File: config.mk
export PLATFORM = sky130hd
export DESIGN_NAME = shp_spi_client
export DESIGN_NICKNAME = d
export VERILOG_FILES = /design/src/hdl/shp_spi_client.v
export VERILOG_INCLUDE_DIRS = /design/src /design/src/hdl
export SDC_FILE = /design/constraint.sdc
export NUM_CORES = 1
export LEC_CHECK = 0
export BUFFER_PORTS_ARGS = -buffer_cell sky130_fd_sc_hd__buf_2
export CORE_MARGIN = 2
export CORE_UTILIZATION = 38
export DETAILED_ROUTE_END_ITERATION = 8
export HOLD_SLACK_MARGIN = 0.03
export PLACE_DENSITY = 0.57
export SLEW_MARGIN = 20
export SYNTH_ARGS = -nofsm -noshare
export SYNTH_HDL_FRONTEND = slang
export SYNTH_SLANG_ARGS = --single-unit
export TNS_END_PERCENT = 100
File: constraint.sdc
create_clock -name ref_clk -period 3.4 [get_ports ref_clk]
set_input_delay 0.17 -clock ref_clk [delete_from_list [all_inputs] [get_ports ref_clk]]
set_output_delay 0.17 -clock ref_clk [all_outputs]
set_load 0.1 [all_outputs]
File: src/hdl/shp_defs.vh
`ifndef SHP_DEFS_VH
`define SHP_DEFS_VH

// byte framing
`define SHP_BYTE_W      8
`define SHP_BIT_CNT_W   3
`define SHP_BIT_LAST    3'h7
`define SHP_BIT_ZERO    3'h0
`define SHP_BYTE_ZERO   8'h00

// fifo geometry
`define SHP_FIFO_W      8
`define SHP_FIFO_DEPTH  32
`define SHP_FIFO_AW     5

// clock mode field
`define SHP_MODE_W      2
`define SHP_MODE_CPOL   1
`define SHP_MODE_CPHA   0
`define SHP_MODE_RST    2'h0

`endif

File: src/hdl/shp_spi_client.v
// Notes on behaviour
// - strap high enables this spi client; strap low hands pins to sd client
// - with strap high the port accepts frames that start after the first clock edge past reset release
// - select is active low; client answers only while select is low
// - data output is released to high impedance while select is high
// - full duplex: receive on host-out, transmit on host-in, same frame
// - all four clock modes are supported via polarity and phase inputs
// - rx bytes go to the register engine, tx bytes come from it
`timescale 1ns/1ps
`include "shp_defs.vh"

////////////////////////////////////////////////////////////////////////////
module shp_fifo
#(
  parameter W     = 8,
  parameter DEPTH = 32,
  parameter AW    = 5
)
(
  input  wire         ref_clk,   // system clock
  input  wire         resetn,    // sync reset, active low
  input  wire         clr,       // flush contents
  input  wire [W-1:0] in_data,   // write data
  input  wire         in_valid,  // write request
  output wire         in_ready,  // not full
  output wire [W-1:0] out_data,  // head data
  output wire         out_valid, // not empty
  input  wire         out_ready  // head consumed
);
  reg [W-1:0] mem [0:DEPTH-1];
  reg [AW:0]  wr_ptr_reg;
  reg [AW:0]  rd_ptr_reg;
  wire        full;
  wire        empty;
  wire        do_wr;
  wire        do_rd;

  assign empty     = (wr_ptr_reg == rd_ptr_reg);
  assign full      = (wr_ptr_reg[AW-1:0] == rd_ptr_reg[AW-1:0]) &&
                     (wr_ptr_reg[AW] != rd_ptr_reg[AW]);
  assign in_ready  = !full;
  assign out_valid = !empty;
  assign out_data  = mem[rd_ptr_reg[AW-1:0]];
  assign do_wr     = in_valid && !full;
  assign do_rd     = out_ready && !empty;

  always @(posedge ref_clk)
  begin
    if (do_wr)
      mem[wr_ptr_reg[AW-1:0]] <= in_data;
  end

  always @(posedge ref_clk)
  begin
    if (!resetn || clr)
    begin
      wr_ptr_reg <= {(AW+1){1'b0}};
      rd_ptr_reg <= {(AW+1){1'b0}};
    end
    else
    begin
      if (do_wr)
        wr_ptr_reg <= wr_ptr_reg + {{AW{1'b0}}, 1'b1};
      if (do_rd)
        rd_ptr_reg <= rd_ptr_reg + {{AW{1'b0}}, 1'b1};
    end
  end
endmodule

////////////////////////////////////////////////////////////////////////////
module shp_spi_client
(
  input  wire                   ref_clk,         // 200 MHz system clock
  input  wire                   resetn,          // sync reset, active low
  input  wire                   spi_sel_strap,   // 1 = spi client enabled
  input  wire                   cpol,            // clock idle level
  input  wire                   cpha,            // sample on second edge
  input  wire                   sclk,            // serial clock from host
  input  wire                   client_select_n, // client select, low
  input  wire                   mosi,            // host-out data
  output reg                    miso_o,          // host-in data value
  output reg                    miso_oe,         // high while driving
  output reg  [`SHP_BYTE_W-1:0] rx_data,         // received byte
  output reg                    rx_valid,        // received byte pulse
  input  wire [`SHP_BYTE_W-1:0] tx_data,         // byte to send
  input  wire                   tx_valid,        // tx byte offered
  output reg                    tx_ready,        // tx fifo has room
  output reg                    rx_overrun,      // reserved, always low
  output reg                    busy             // frame in progress
);
  reg                      sclk_reg;
  reg                      sel_n_reg;
  reg [`SHP_BIT_CNT_W-1:0] bit_cnt_reg;
  reg [`SHP_BYTE_W-1:0]    rx_sh_reg;
  reg [`SHP_BYTE_W-1:0]    tx_sh_reg;
  reg                      mode_cpol_reg;
  reg                      mode_cpha_reg;
  reg                      strap_reg;
  reg                      first_reg;

  wire                     active;
  wire                     lead_edge;
  wire                     trail_edge;
  wire                     sample_edge;
  wire                     shift_edge;
  wire                     frame_start;
  wire                     byte_done;
  wire [`SHP_BYTE_W-1:0]   rx_byte;
  wire [`SHP_BYTE_W-1:0]   txf_data;
  wire                     txf_valid;
  wire                     txf_pop;
  wire                     txf_ready;
  wire                     tx_load;

  ////////////////////////////////////////////////////////////////////////////
  // edge detection; inputs are synchronous so one register is enough

  assign active      = strap_reg && !client_select_n;
  assign frame_start = active && sel_n_reg;
  assign lead_edge   = active && !sel_n_reg &&
                       (sclk != sclk_reg) && (sclk_reg == mode_cpol_reg);
  assign trail_edge  = active && !sel_n_reg &&
                       (sclk != sclk_reg) && (sclk_reg != mode_cpol_reg);
  assign sample_edge = mode_cpha_reg ? trail_edge : lead_edge;
  assign shift_edge  = mode_cpha_reg ? lead_edge  : trail_edge;
  assign rx_byte     = {rx_sh_reg[`SHP_BYTE_W-2:0], mosi};
  assign byte_done   = sample_edge && (bit_cnt_reg == `SHP_BIT_LAST);
  // a new tx byte enters the shifter on the first shift edge of each
  // byte, except the first one of a cpha=1 frame where bit 7 already
  // stands; the fifo is popped on that same edge so no byte is skipped
  assign tx_load     = shift_edge && (bit_cnt_reg == `SHP_BIT_ZERO) &&
                       !(first_reg && mode_cpha_reg);
  assign txf_pop     = tx_load && txf_valid;

  // one stage of history: the pins are already synchronous to ref_clk
  always @(posedge ref_clk)
  begin
    if (!resetn)
    begin
      sclk_reg  <= 1'b0;
      sel_n_reg <= 1'b1;
      strap_reg <= 1'b0;
    end
    else
    begin
      sclk_reg  <= sclk;
      sel_n_reg <= client_select_n;
      strap_reg <= spi_sel_strap;
    end
  end

  // mode is latched between frames so it cannot change mid byte
  always @(posedge ref_clk)
  begin
    if (!resetn)
    begin
      mode_cpol_reg <= 1'b0;
      mode_cpha_reg <= 1'b0;
    end
    else if (client_select_n)
    begin
      mode_cpol_reg <= cpol;
      mode_cpha_reg <= cpha;
    end
  end

  ////////////////////////////////////////////////////////////////////////////
  // bit counter and frame bookkeeping

  always @(posedge ref_clk)
  begin
    if (!resetn)
    begin
      bit_cnt_reg <= `SHP_BIT_ZERO;
      first_reg   <= 1'b0;
    end
    else if (!active)
    begin
      // a partial byte is dropped when select rises
      bit_cnt_reg <= `SHP_BIT_ZERO;
      first_reg   <= 1'b0;
    end
    else if (frame_start)
    begin
      bit_cnt_reg <= `SHP_BIT_ZERO;
      first_reg   <= 1'b1;
    end
    else
    begin
      // samples taken so far in the current byte; wraps after bit 0
      if (sample_edge)
        bit_cnt_reg <= bit_cnt_reg + 3'h1;
      // in cpha=1 the first leading edge presents bit 7 already loaded
      if (shift_edge && first_reg && mode_cpha_reg)
        first_reg <= 1'b0;
    end
  end

  ////////////////////////////////////////////////////////////////////////////
  // receive shifter

  always @(posedge ref_clk)
  begin
    if (!resetn)
    begin
      rx_sh_reg  <= `SHP_BYTE_ZERO;
      rx_data    <= `SHP_BYTE_ZERO;
      rx_valid   <= 1'b0;
      rx_overrun <= 1'b0;
    end
    else
    begin
      rx_valid   <= 1'b0;
      rx_overrun <= 1'b0;
      if (sample_edge)
      begin
        rx_sh_reg <= rx_byte;
        if (byte_done)
        begin
          rx_data  <= rx_byte;
          rx_valid <= 1'b1;
        end
      end
    end
  end

  ////////////////////////////////////////////////////////////////////////////
  // transmit shifter; an empty fifo makes the client send zero bytes,
  // which the host cannot tell from real data

  always @(posedge ref_clk)
  begin
    if (!resetn)
      tx_sh_reg <= `SHP_BYTE_ZERO;
    else if (frame_start || tx_load)
      tx_sh_reg <= txf_valid ? txf_data : `SHP_BYTE_ZERO;
    // the first cpha=1 leading edge keeps bit 7 on the pin
    else if (shift_edge && !(first_reg && mode_cpha_reg))
      tx_sh_reg <= {tx_sh_reg[`SHP_BYTE_W-2:0], 1'b0};
  end

  ////////////////////////////////////////////////////////////////////////////
  // pin drive

  always @(posedge ref_clk)
  begin
    if (!resetn)
    begin
      miso_o  <= 1'b0;
      miso_oe <= 1'b0;
    end
    else
    begin
      // released on the clock after select rises; value path has one cycle lag
      miso_oe <= active;
      miso_o  <= active ? tx_sh_reg[`SHP_BYTE_W-1] : 1'b0;
    end
  end

  ////////////////////////////////////////////////////////////////////////////
  // status outputs; tx_ready lags the fifo by one cycle because every
  // output comes from a flip-flop, so a writer should keep a slot spare

  always @(posedge ref_clk)
  begin
    if (!resetn)
    begin
      busy     <= 1'b0;
      tx_ready <= 1'b0;
    end
    else
    begin
      busy     <= active;
      tx_ready <= txf_ready;
    end
  end

  // the rx side keeps no buffer and the host gives no back-pressure, so
  // rx_overrun is reserved and stays low; the tx fifo stalls the register
  // engine through tx_ready
  ////////////////////////////////////////////////////////////////////////////
  shp_fifo
  #(
    .W     (`SHP_FIFO_W),
    .DEPTH (`SHP_FIFO_DEPTH),
    .AW    (`SHP_FIFO_AW)
  )
  u_tx_fifo
  (
    .ref_clk   (ref_clk),
    .resetn    (resetn),
    .clr       (1'b0),
    .in_data   (tx_data),
    .in_valid  (tx_valid),
    .in_ready  (txf_ready),
    .out_data  (txf_data),
    .out_valid (txf_valid),
    .out_ready (txf_pop | (frame_start & txf_valid))
  );
endmodule

==> results of run 1 <==
## cells in the mapped netlist (6+ instances only)
cell and count:
sky130_fd_sc_hd__ha_1 8, sky130_fd_sc_hd__a21oi_1 23, sky130_fd_sc_hd__nor3_1 11, sky130_fd_sc_hd__clkbuf_1 23
sky130_fd_sc_hd__o31ai_1 6, sky130_fd_sc_hd__mux4_2 43, sky130_fd_sc_hd__o21ai_0 9, sky130_fd_sc_hd__edfxtp_1 256
sky130_fd_sc_hd__nand2b_1 10, sky130_fd_sc_hd__buf_2 7, sky130_fd_sc_hd__inv_1 16, sky130_fd_sc_hd__mux2i_1 71
sky130_fd_sc_hd__nand3_1 7, sky130_fd_sc_hd__nand2_1 24, sky130_fd_sc_hd__mux4_1 6, sky130_fd_sc_hd__dfxtp_1 53
sky130_fd_sc_hd__a221oi_1 18, sky130_fd_sc_hd__nor2_1 59
## cells by family after synthesis
family,share of synthesized area
AOI/OAI and AO/OA,0.04559
DFF,0.7084
xor gates and xnor gates,0.007092
and+or+nand+nor,0.05664
other,0.0003037
muxes,0.1506
buffers and inverters,0.02330
adders and majority gates,0.008106
## routing by layer
metal / routed length, um / vias to the layer above / track usage
li1: - / 3003 / -
met1: 12370 / 3377 / 0.2266
met4: 575 / 0 / 0.05056
met3: 1507 / 46 / 0.03517
met5: 0 / - / 0
met2: 12810 / 177 / 0.2623
## layout make-up
class | count | area (um2) | area share
clock buffer | 39 | 933.4 | 0.06523
clock inverter | 22 | 181.4 | 0.01268
inverter | 18 | 67.56 | 0.004722
multi-input combinational | 364 | 3313 | 0.2315
sequential | 309 | 8753 | 0.6117
tap | 442 | 553.0 | 0.03865
timing repair buffer | 75 | 508.0 | 0.03550
## report_power, final
part	internal (mW)	switching [mW]	total, mW
combinational	0.0982	0.175	0.274
clock	2.20	1.47	3.66
sequential	4.12	0.0254	4.15
## worst max-delay path, delay by kind of cell, from the launching register on
kind             cells  cell delay (ns)
AO/OA/AOI/OAI        1             0.30
AND/OR/NAND/NOR      3             1.32
flip-flops           1             0.57
XOR/XNOR             1             0.21
## placed cells by master (no fill, tap or decap), types with 3 or more instances in the layout
master	synthesis	layout
sky130_fd_sc_hd__clkbuf_16	0	37
sky130_fd_sc_hd__nand3b_1	5	5
sky130_fd_sc_hd__buf_4	4	39
sky130_fd_sc_hd__dfxtp_1	53	51
sky130_fd_sc_hd__bufinv_16	0	3
sky130_fd_sc_hd__nand4_1	3	3
sky130_fd_sc_hd__a21oi_1	23	23
sky130_fd_sc_hd__a22o_1	3	3
sky130_fd_sc_hd__or3b_2	4	4
sky130_fd_sc_hd__a221oi_1	18	18
sky130_fd_sc_hd__xnor2_1	5	5
sky130_fd_sc_hd__clkinv_1	2	8
sky130_fd_sc_hd__nor2_1	59	59
sky130_fd_sc_hd__and2_1	3	3
sky130_fd_sc_hd__nand2b_1	10	10
sky130_fd_sc_hd__ha_1	8	8
sky130_fd_sc_hd__o21a_1	4	4
sky130_fd_sc_hd__nor2b_1	5	5
sky130_fd_sc_hd__nand2_1	24	24
sky130_fd_sc_hd__mux4_1	6	6
sky130_fd_sc_hd__nor3_1	11	11
sky130_fd_sc_hd__clkinv_2	0	12
sky130_fd_sc_hd__xor2_1	5	5
sky130_fd_sc_hd__edfxtp_1	256	256
sky130_fd_sc_hd__dlygate4sd3_1	0	7
sky130_fd_sc_hd__o31ai_1	6	6
sky130_fd_sc_hd__buf_2	7	29
sky130_fd_sc_hd__o21ai_0	9	9
sky130_fd_sc_hd__or3_1	4	4
sky130_fd_sc_hd__or4_1	3	3
sky130_fd_sc_hd__or2_2	4	4
sky130_fd_sc_hd__inv_1	16	16
sky130_fd_sc_hd__mux2i_1	71	71
sky130_fd_sc_hd__a32o_1	5	5
sky130_fd_sc_hd__mux4_2	43	43
sky130_fd_sc_hd__nand3_1	7	7
## how the worst min path moves through the flow
stage                             start                  end  slack, ns
after floorplan              tx_data[0]  u_tx_fifo.mem[0][0]       0.27
after global placement    spi_sel_strap            strap_reg       0.38
after detailed placement  spi_sel_strap            strap_reg       0.39
after CTS                        resetn            sel_n_reg       0.04
after global routing             resetn            sel_n_reg       0.09
final                            resetn            sel_n_reg       0.05
## timing repair
| action | 4_1_cts | 5_1_grt |
|---|---|---|
| endpoints found under the setup margin | 0 | 0 |
| hold buffers | 7 | 0 |
| hold endpoints to repair | 7 | 0 |
==> tab_implementation.tex, run 1 <==
\begin{tabular}{lr}
\hline
Metric & Value \\
\hline
\multicolumn{2}{l}{\textbf{Yosys}} \\
Mean instance size in the synthesized netlist & 16.87 um2 \\
Post-synth EDFFs & 256 \\
Post-synth top area share & 0.6225 \\
Primary flip-flop cell chosen by synthesis mapping & sky130\_fd\_sc\_hd\_\_edfxtp\_1 \\
Share of flip-flops with an asynchronous set or reset after synthesis & 0 \\
Number of instances in the synthesized netlist & 732 \\
Number of library cell types mapped by synthesis & 48 \\
Post-Syn Area & 0.01235 mm2 \\
Largest area contributor in the netlist & sky130\_fd\_sc\_hd\_\_edfxtp\_1 \\
Top post-synthesis cells by area & sky130\_fd\_sc\_hd\_\_edfxtp\_1, sky130\_fd\_sc\_hd\_\_dfxtp\_1, sky130\_fd\_sc\_hd\_\_mux4\_2, sky130\_fd\_sc\_hd\_\_mux2i\_1, sky130\_fd\_sc\_hd\_\_nor2\_1 \\
Post-synthesis register bit count & 309 \\
Post-Syn Nets & 757 \\
Synth warnings & 0 \\
Sequential-to-total area share from yosys stat & 0.7084 \\
\multicolumn{2}{l}{\textbf{Setup path}} \\
Slowest cell delay on critical path & 0.78 ns \\
Slowest library cell on the worst path & sky130\_fd\_sc\_hd\_\_nor2\_1 \\
Worst Reg2Reg Path Length in Cells & 5 \\
Startpoint kind of the worst setup timing path & flop \\
Timing endpoint of the critical path & u\_tx\_fifo.mem[13][3] \\
Arrival time of the worst setup path & 2.92 ns \\
Launch point of the worst reg-to-reg path & u\_tx\_fifo.wr\_ptr\_reg[2] \\
Crit path kind & reg -> reg \\
CP startpoint & u\_tx\_fifo.wr\_ptr\_reg[2] \\
R2r endpoint & u\_tx\_fifo.mem[13][3] \\
Crit end category & flop \\
Highest net fanout along the worst path & 12 \\
Req. time, crit path & 3.53 ns \\
CP Cell Sequence & xor2\_1 > or3\_1 > o31a\_1 > nand2\_1 > nor2\_1 \\
Worst reg-to-reg setup slack & 0.60 ns \\
\multicolumn{2}{l}{\textbf{Hold path}} \\
Type of the most critical hold path & in -> reg \\
Number of cells traversed by the worst hold path & 2 \\
\multicolumn{2}{l}{\textbf{STA}} \\
Setup Total Neg Slack & 0 ns \\
Setup repair after global routing missed its margin & false \\
Final Cycle Share & 0.8231 \\
Post-layout min period & 2.799 ns \\
Normalized max-slew margin & 0.4178 \\
Worst-margin pin slew & 0.8700 ns \\
Worst-case setup margin in the final layout & 0.6013 ns \\
Worst clock skew on the final layout & 0.01876 ns \\
Max-slew violation count & 0 \\
Final Setup Violations & 0 \\
Upper clock frequency limit & 357.3 MHz \\
Final-layout worst hold slack & 0.05036 ns \\
Final Hold Violating Endpoints & 0 \\
\multicolumn{2}{l}{\textbf{Status}} \\
Status & finished, final reports clean \\
\multicolumn{2}{l}{\textbf{Power and ir drop}} \\
Worst voltage drop across the vdd grid & 0.4295 mV \\
Areal power density over the cells & 565.0 mW/mm2 \\
Overall power consumption & 8.085 mW \\
Cell leakage power & 4.748 nW \\
\multicolumn{2}{l}{\textbf{Routing}} \\
Total number of vias & 6603 \\
First DRT Iteration DRCs & 540 \\
Wire length reported by the detailed router & 27260 um \\
Antenna-violating nets left & 0 \\
Detailed-route DRC error count & 0 \\
Number of vias per cell after detailed routing & 5.203 \\
Routed wire length per instance & 21.48 um \\
First drt pass iteration count & 5 \\
\multicolumn{2}{l}{\textbf{Final layout}} \\
Number of antenna repair diodes & 0 \\
Filler cells & 2841 \\
Area Overhead vs Synth & 15.88\% \\
Share of post-route cells with drive strength above 1 & 0.2140 \\
Final Util & 0.4432 \\
Final Instance Count excl. Fillers & 1269 \\
Flip-flop count of the largest register, all copies and words added & 256 \\
Nets@finish & 827 \\
Post-route cell area & 0.01431 mm2 \\
\multicolumn{2}{l}{\textbf{Global routing}} \\
GRT Residual Overflow & 0 \\
Total GRT Usage & 0.1644 \\
Via count of the first global-routing pass & 6641 \\
First-pass GRT wire length & 41230 um \\
Antenna violations before repair & 0 \\
Maximum number of pins on one net before global-route repair & 38 \\
\multicolumn{2}{l}{\textbf{Floorplan}} \\
Row count & 66 \\
Initial cell density of the core & 0.3825 \\
Area of the core & 0.03229 mm2 \\
Area of the die & 0.03396 mm2 \\
Die Ht & 184.3 um \\
I/O pins & 31 \\
Horizontal die dimension & 184.3 um \\
\multicolumn{2}{l}{\textbf{CTS}} \\
Later-pin clock latency in the skew report & 0.51 ns \\
H-tree levels & 2 \\
Clock transition time at the flip-flop clock pins of the worst setup and hold paths & 0.06 ns \\
Buffer type at the clock tree root & sky130\_fd\_sc\_hd\_\_clkbuf\_16 \\
CTS sink count & 309 \\
Clock buffer count from CTS & 34 \\
CTS resizes & 0 \\
Clock tree from TritonCTS & yes \\
Maximum count of clock buffers along a single path & 3 \\
Setup bufs post-CTS & 0 \\
\multicolumn{2}{l}{\textbf{Place}} \\
Worst setup slack after placement & 0.5862 ns \\
Instance area at placement & 0.01313 mm2 \\
HPWL after DPL & 17630 um \\
Final estimated routing congestion in global placement & 0.7930 \\
Cells after DPL & 1201 \\
Number of buffers inserted by port buffering & 29 \\
\multicolumn{2}{l}{\textbf{Run}} \\
Max-capacitance violation count & 0 \\
\hline
\end{tabular}
(Power assumes the default switching activity.)
==> inputs of run 2 (changes only) <==
==> constraint.sdc (replaced) <==
create_clock -name ref_clk -period 2.7 [get_ports ref_clk]
set_input_delay 0.135 -clock ref_clk [delete_from_list [all_inputs] [get_ports ref_clk]]
set_output_delay 0.135 -clock ref_clk [all_outputs]
set_load 0.1 [all_outputs]
==> run 2 against run 1 <==
  * Clock skew is essentially flat
  * Clock power up 24%
  * Register-to-register slack worse by 0.33 ns
  * Via count increased by 0.51%
  * Maximum frequency is 15% higher
  * Sequential power increased by 26%
  * Worst hold slack gained 0.047 ns
  * Wire length is 0.92% lower
  * Non-clock buffer count increased by 24
  * Final cell count increased by 1.9%
  * Setup slack got worse by 0.33 ns
  * Largest power group unchanged
  * Highest routed layer unchanged
==> tab_implementation.tex, run 2 (synthesis gave the netlist of run 1 again) <==
\begin{tabular}{lr}
\hline
Metric & Value \\
\hline
\multicolumn{2}{l}{\textbf{Status}} \\
Status & finished, final reports clean \\
\multicolumn{2}{l}{\textbf{CTS}} \\
H-tree levels & 2 (unchanged) \\
Later-pin clock latency in the skew report & 0.51 ns (about the same) \\
Maximum count of clock buffers along a single path & 3 (unchanged) \\
Clock tree from TritonCTS & yes \\
CTS sink count & 309 (unchanged) \\
Setup bufs post-CTS & 0 (unchanged) \\
Buffer type at the clock tree root & sky130\_fd\_sc\_hd\_\_clkbuf\_16 \\
Hold Buf Count CTS & 9 (+2) \\
Clock transition time at the flip-flop clock pins of the worst setup and hold paths & 0.06 ns (about the same) \\
CTS resizes & 0 (unchanged) \\
Clock buffer count from CTS & 34 (unchanged) \\
\multicolumn{2}{l}{\textbf{STA}} \\
Worst-margin pin slew & 0.9517 ns (+0.08161 ns) \\
Setup repair after global routing missed its margin & false \\
Upper clock frequency limit & 412.1 MHz (+15\%) \\
Final Hold Violating Endpoints & 0 (unchanged) \\
Final Cycle Share & 0.8987 (+0.07560) \\
Post-layout min period & 2.427 ns (-0.3721 ns) \\
Worst-case setup margin in the final layout & 0.2734 ns (-0.3279 ns) \\
Worst clock skew on the final layout & 0.01896 ns (+0.0002000 ns) \\
Final Setup Violations & 0 (unchanged) \\
Setup Total Neg Slack & 0 ns (unchanged) \\
Normalized max-slew margin & 0.3632 (-0.05461) \\
Max-slew violation count & 0 (unchanged) \\
\multicolumn{2}{l}{\textbf{Place}} \\
Instance area at placement & 0.01333 mm2 (+1.5\%) \\
Worst setup slack after placement & 0.2660 ns (-0.3202 ns) \\
Number of buffers inserted by port buffering & 29 (unchanged) \\
Cells after DPL & 1223 (+1.8\%) \\
HPWL after DPL & 17670 um (+0.26\%) \\
Final estimated routing congestion in global placement & 0.7873 (-0.72\%) \\
\multicolumn{2}{l}{\textbf{Floorplan}} \\
Initial cell density of the core & 0.3825 (unchanged) \\
Die Ht & 184.3 um (unchanged) \\
I/O pins & 31 (unchanged) \\
Area of the die & 0.03396 mm2 (unchanged) \\
Area of the core & 0.03229 mm2 (unchanged) \\
Horizontal die dimension & 184.3 um (unchanged) \\
Row count & 66 (unchanged) \\
\multicolumn{2}{l}{\textbf{Run}} \\
Max-capacitance violation count & 0 (unchanged) \\
\multicolumn{2}{l}{\textbf{Global routing}} \\
Total GRT Usage & 0.1622 (-0.002174) \\
GRT Residual Overflow & 0 (unchanged) \\
First-pass GRT wire length & 40850 um (-0.92\%) \\
Maximum number of pins on one net before global-route repair & 33 (-13\%) \\
Via count of the first global-routing pass & 6699 (+0.87\%) \\
Antenna violations before repair & 0 (unchanged) \\
\multicolumn{2}{l}{\textbf{Setup path}} \\
Crit end category & flop \\
CP Cell Sequence & buf\_4 > mux4\_2 > mux4\_2 > nand2b\_1 > a32o\_1 \\
Critical path's most frequent cell & sky130\_fd\_sc\_hd\_\_mux4\_2 \\
Slowest cell delay on critical path & 0.56 ns (-0.22 ns) \\
Arrival time of the worst setup path & 2.82 ns (-0.10 ns) \\
Slowest library cell on the worst path & sky130\_fd\_sc\_hd\_\_mux4\_2 \\
Crit path kind & reg -> reg \\
Highest net fanout along the worst path & 11 (-1) \\
Req. time, crit path & 3.10 ns (-0.43 ns) \\
Startpoint kind of the worst setup timing path & flop \\
Worst Reg2Reg Path Length in Cells & 5 (unchanged) \\
\multicolumn{2}{l}{\textbf{Routing}} \\
Antenna-violating nets left & 0 (unchanged) \\
Detailed-route DRC error count & 0 (unchanged) \\
Number of vias per cell after detailed routing & 5.133 (-1.4\%) \\
Wire length reported by the detailed router & 27010 um (-0.92\%) \\
First DRT Iteration DRCs & 533 (-1.3\%) \\
Total number of vias & 6637 (+0.51\%) \\
First drt pass iteration count & 7 (+2) \\
Routed wire length per instance & 20.89 um (-2.8\%) \\
\multicolumn{2}{l}{\textbf{Power and ir drop}} \\
Areal power density over the cells & 697.4 mW/mm2 (+23\%) \\
Worst voltage drop across the vdd grid & 0.3633 mV (-15\%) \\
Cell leakage power & 4.845 nW (+2.0\%) \\
Overall power consumption & 10.13 mW (+25\%) \\
\multicolumn{2}{l}{\textbf{Final layout}} \\
Flip-flop count of the largest register, all copies and words added & 256 (unchanged) \\
Most common cell after layout, fill and taps aside & sky130\_fd\_sc\_hd\_\_edfxtp\_1 \\
Final Instance Count excl. Fillers & 1293 (+1.9\%) \\
Post-route cell area & 0.01452 mm2 (+1.5\%) \\
Area Overhead vs Synth & 17.58\% \\
Most frequent cells in the layout & sky130\_fd\_sc\_hd\_\_edfxtp\_1, sky130\_fd\_sc\_hd\_\_mux2i\_1, sky130\_fd\_sc\_hd\_\_nor2\_1 \\
Number of antenna repair diodes & 0 (unchanged) \\
Nets@finish & 851 (+2.9\%) \\
Share of post-route cells with drive strength above 1 & 0.2256 (+0.01159) \\
\multicolumn{2}{l}{\textbf{Hold path}} \\
Number of cells traversed by the worst hold path & 2 (unchanged) \\
Type of the most critical hold path & in -> reg \\
\hline
\end{tabular}
## run 2: cell count changes in the layout (fill, tap and decap cells not counted), sizes merged
| cell | before | now |
|---|---|---|
| buf | 68 | 90 |
| bufinv | 3 | 2 |
| clkbuf | 39 | 52 |
| clkinv | 21 | 6 |
| clkinvlp | 0 | 1 |
| dlygate4sd3 | 7 | 9 |
| inv | 16 | 18 |
## run 2: power breakdown
| part | internal [mW] | switching [mW] | total [mW] |
|---|---|---|---|
| registers | 5.19 | 0.0234 | 5.22 |
| logic | 0.140 | 0.234 | 0.374 |
| clock network | 2.73 | 1.80 | 4.54 |
| total | 8.07 | 2.06 | 10.1 |
## run 2: worst paths after layout
path                      from                 endpoint  slack (ns)
setup / recovery          flop             tx_sh_reg[6]        0.27
hold / removal          resetn  u_tx_fifo.wr_ptr_reg[4]         0.1
setup reg to reg          flop             tx_sh_reg[6]        0.27
hold reg to reg   tx_sh_reg[7]                   miso_o        0.49
## run 2: through the flow
step           utilization  hold WS [ns]
6_report            0.4497       0.09702
5_1_grt             0.4497       0.08688
4_1_cts             0.4497       0.07748
3_5_place_dp        0.4128        0.3479
3_3_place_gp        0.4128        0.3480
2_1_floorplan            -        0.2339
## run 2: per-layer routing
layer  part of all wire  routed length, um  vias up  GRT usage
met1               0.46              12400     3370     0.2304
met5                  0                  0        -          0
met3              0.049               1324       34    0.02549
li1                   -                  -     3056          -
met4              0.015                398        0    0.03904
met2               0.48              12890      177     0.2632
## run 2: area by class of cell
type                       count  area (um2)
clock buffer                  52       989.7
clock inverter                 9       112.6
fill                        2812       17770
inverter                      18       67.56
multi-input combinational    364        3313
sequential                   309        8753
tap                          442       553.0
timing repair buffer          99       730.7
## run 2: worst max-delay path: cells and delay by family, from the launching register on
family | cells | cell delay [ns]
AO/OA/AOI/OAI | 1 | 0.28
buffers and inverters | 1 | 0.25
flip-flops | 1 | 0.49
multiplexers | 2 | 1.05
AND/OR/NAND/NOR | 1 | 0.23
==> inputs of run 3 (changes only) <==
--- a/config.mk
+++ b/config.mk
@@ -12,6 +12,7 @@
 export DETAILED_ROUTE_END_ITERATION = 8
 export HOLD_SLACK_MARGIN = 0.03
 export PLACE_DENSITY = 0.57
+export RECOVER_POWER = 100
 export SLEW_MARGIN = 20
 export SYNTH_ARGS = -nofsm -noshare
 export SYNTH_HDL_FRONTEND = slang
==> run 3 against run 2 <==
  * The run now ends with capacitance limit, slew limit left
  * Worst hold slack got worse by 0.0059 ns
  * Non-clock buffer count did not move
  * Global-route usage did not move
==> tab_implementation.tex, run 3 (synthesis gave the netlist of run 1 again) <==
\begin{tabular}{lr}
\hline
Metric & Value \\
\hline
\multicolumn{2}{l}{\textbf{Routing}} \\
Detailed-route DRC error count & 0 (unchanged) \\
First DRT Iteration DRCs & 519 (-2.6\%) \\
Antenna-violating nets left & 0 (unchanged) \\
Total number of vias & 6670 (+0.50\%) \\
Wire length reported by the detailed router & 27030 um (about the same) \\
First drt pass iteration count & 5 (-2) \\
Number of vias per cell after detailed routing & 5.159 (+0.50\%) \\
Routed wire length per instance & 20.91 um (about the same) \\
\multicolumn{2}{l}{\textbf{Power and ir drop}} \\
Worst voltage drop across the vdd grid & 0.3588 mV (-1.2\%) \\
Psw & 2.053 mW (-0.33\%) \\
Cell leakage power & 4.682 nW (-3.4\%) \\
Switching share of power & 0.2031 (-0.0003146) \\
Areal power density over the cells & 703.0 mW/mm2 (+0.80\%) \\
Relative contribution of the clock network to total power & 0.448 (about the same) \\
Seq pwr share & 0.516 (about the same) \\
Internal & 8.057 mW (-0.13\%) \\
Share of power burned in combinational logic & 0.035 (-0.002) \\
\multicolumn{2}{l}{\textbf{Global routing}} \\
First-pass GRT wire length & 40850 um (unchanged) \\
Via count of the first global-routing pass & 6699 (unchanged) \\
Maximum number of pins on one net before global-route repair & 33 (unchanged) \\
Total GRT Usage & 0.1622 (unchanged) \\
Antenna violations before repair & 0 (unchanged) \\
GRT Residual Overflow & 0 (unchanged) \\
\multicolumn{2}{l}{\textbf{Setup path}} \\
Slowest library cell on the worst path & sky130\_fd\_sc\_hd\_\_dfxtp\_1 \\
Crit end category & flop \\
Worst path bufs/invs & 2 (+1) \\
Worst Reg2Reg Path Length in Cells & 7 (+2) \\
Req. time, crit path & 2.91 ns (-0.19 ns) \\
Arrival time of the worst setup path & 2.74 ns (-0.08 ns) \\
Slowest cell delay on critical path & 0.48 ns (-0.08 ns) \\
CP startpoint & u\_tx\_fifo.wr\_ptr\_reg[1] \\
Highest net fanout along the worst path & 8 (-3) \\
Crit path kind & reg -> reg \\
Top delay family on crit path & simple AND/OR/NAND/NOR gates \\
Startpoint kind of the worst setup timing path & flop \\
CP Cell Sequence & xor2\_1 > or3\_1 > o31a\_1 > nand2\_1 > clkbuf\_1 > nor2\_1 > clkbuf\_2 \\
Launch point of the worst reg-to-reg path & u\_tx\_fifo.wr\_ptr\_reg[1] \\
Total number of cells along the worst setup path & 7 (+2) \\
\multicolumn{2}{l}{\textbf{STA}} \\
Setup repair after global routing missed its margin & false \\
Post-layout min period & 2.532 ns (+0.1057 ns) \\
Upper clock frequency limit & 394.9 MHz (-4.2\%) \\
Final Setup Violations & 0 (unchanged) \\
Max-slew violation count & 132 (+132) \\
Worst-margin pin slew & 1.627 ns (+0.6749 ns) \\
Setup Total Neg Slack & 0 ns (unchanged) \\
Normalized max-slew margin & -0.08440 (-0.4476) \\
Worst clock skew on the final layout & 0.01841 ns (-0.0005549 ns) \\
Final Cycle Share & 0.9379 (+0.03916) \\
Final Hold Violating Endpoints & 0 (unchanged) \\
\multicolumn{2}{l}{\textbf{Floorplan}} \\
Area of the die & 0.03396 mm2 (unchanged) \\
Horizontal die dimension & 184.3 um (unchanged) \\
Row count & 66 (unchanged) \\
I/O pins & 31 (unchanged) \\
Initial cell density of the core & 0.3825 (unchanged) \\
Area of the core & 0.03229 mm2 (unchanged) \\
Die Ht & 184.3 um (unchanged) \\
\multicolumn{2}{l}{\textbf{Place}} \\
Number of buffers inserted by port buffering & 29 (unchanged) \\
HPWL after DPL & 17670 um (unchanged) \\
Instance area at placement & 0.01333 mm2 (unchanged) \\
Final estimated routing congestion in global placement & 0.7873 (unchanged) \\
\multicolumn{2}{l}{\textbf{Final layout}} \\
Most common cell after layout, fill and taps aside & sky130\_fd\_sc\_hd\_\_edfxtp\_1 \\
Share of post-route cells with drive strength above 1 & 0.1774 (-0.04818) \\
Number of antenna repair diodes & 0 (unchanged) \\
Flip-flop count of the largest register, all copies and words added & 256 (unchanged) \\
Post-route cell area & 0.01438 mm2 (-0.97\%) \\
Most frequent cells in the layout & sky130\_fd\_sc\_hd\_\_edfxtp\_1, sky130\_fd\_sc\_hd\_\_mux2i\_1, sky130\_fd\_sc\_hd\_\_nor2\_1 \\
Nets@finish & 851 (unchanged) \\
Area Overhead vs Synth & 16.44\% \\
\multicolumn{2}{l}{\textbf{CTS}} \\
CTS resizes & 0 (unchanged) \\
Clock tree from TritonCTS & yes \\
Clock transition time at the flip-flop clock pins of the worst setup and hold paths & 0.06 ns (about the same) \\
Buffer type at the clock tree root & sky130\_fd\_sc\_hd\_\_clkbuf\_16 \\
CTS sink count & 309 (unchanged) \\
Hold Buf Count CTS & 9 (unchanged) \\
Maximum count of clock buffers along a single path & 3 (unchanged) \\
Clock buffer count from CTS & 34 (unchanged) \\
Later-pin clock latency in the skew report & 0.51 ns (about the same) \\
Setup bufs post-CTS & 0 (unchanged) \\
H-tree levels & 2 (unchanged) \\
\multicolumn{2}{l}{\textbf{Status}} \\
Status & finished with violations \\
Violations in the final reports & capacitance limit, slew limit \\
\multicolumn{2}{l}{\textbf{Run}} \\
Max-capacitance violation count & 4 (+4) \\
\multicolumn{2}{l}{\textbf{Hold path}} \\
Min-delay src & resetn \\
Number of cells traversed by the worst hold path & 2 (unchanged) \\
Type of the most critical hold path & in -> reg \\
\hline
\end{tabular}
run 3: changes by cell type in the layout (fill, tap and decap cells not counted):
| cell | before | now |
|---|---|---|
| sky130_fd_sc_hd__buf_2 | 29 | 6 |
| sky130_fd_sc_hd__buf_4 | 58 | 23 |
| sky130_fd_sc_hd__clkbuf_1 | 12 | 52 |
| sky130_fd_sc_hd__clkbuf_2 | 0 | 16 |
| sky130_fd_sc_hd__clkbuf_4 | 0 | 2 |
| sky130_fd_sc_hd__o311ai_0 | 0 | 1 |
| sky130_fd_sc_hd__o311ai_2 | 1 | 0 |
run 3: through the flow:
step	worst slack, ns	utilization	cells	hold slack, ns	total power, mW
2_1_floorplan	0.5060	-	732	0.2339	5.518
3_3_place_gp	0.2825	0.4128	1223	0.3480	5.679
3_5_place_dp	0.2660	0.4128	1223	0.3479	5.683
4_1_cts	0.2402	0.4497	1293	0.07748	10.22
5_1_grt	0.04922	0.4454	1293	0.08688	10.43
6_report	0.1677	0.4454	1293	0.09116	10.11
run 3: worst reg2reg max path, delay by kind of cell (launching register included):
| kind | cells | cell delay, ns |
|---|---|---|
| and+or+nand+nor | 3 | 0.70 |
| buffers and inverters | 2 | 0.57 |
| DFF | 1 | 0.48 |
| AOI/OAI and AO/OA | 1 | 0.36 |
| xor gates and xnor gates | 1 | 0.13 |
run 3: final timing paths:
| check | endpoint | slack [ns] |
|---|---|---|
| worst min-delay path | u_tx_fifo.wr_ptr_reg[4] | 0.09 |
| worst min register to register | u_tx_fifo.rd_ptr_reg[5] | 0.49 |
| worst max-delay path | u_tx_fifo.mem[25][0] | 0.17 |
| worst max register to register | u_tx_fifo.mem[25][0] | 0.17 |
run 3: layout make-up:
| class | count | area (um2) |
|---|---|---|
| clock buffer | 52 | 989.7 |
| clock inverter | 9 | 112.6 |
| fill | 2848 | 17910 |
| inverter | 18 | 67.56 |
| multi-input combinational | 364 | 3306 |
| sequential | 309 | 8753 |
| tap | 442 | 553.0 |
| timing repair buffer | 99 | 598.1 |
run 3: layer usage:
layer / GRT usage / vias up / part of all wire
li1: - / 3061 / -
met4: 0.03904 / 0 / 0.015
met5: 0 / - / 0
met3: 0.02549 / 34 / 0.051
met1: 0.2304 / 3384 / 0.46
met2: 0.2632 / 191 / 0.48
run 3: power by group through the flow:
| stage | combinational [mW] | clock (mW) | sequential (mW) |
|---|---|---|---|
| CTS | 0.378 | 4.62 | 5.22 |
| finish | 0.358 | 4.53 | 5.22 |
| global route | 0.388 | 4.82 | 5.22 |
| global placement | 0.363 | 0 | 5.32 |
| floorplan | 0.201 | 0 | 5.32 |
| detailed placement | 0.365 | 0 | 5.32 |
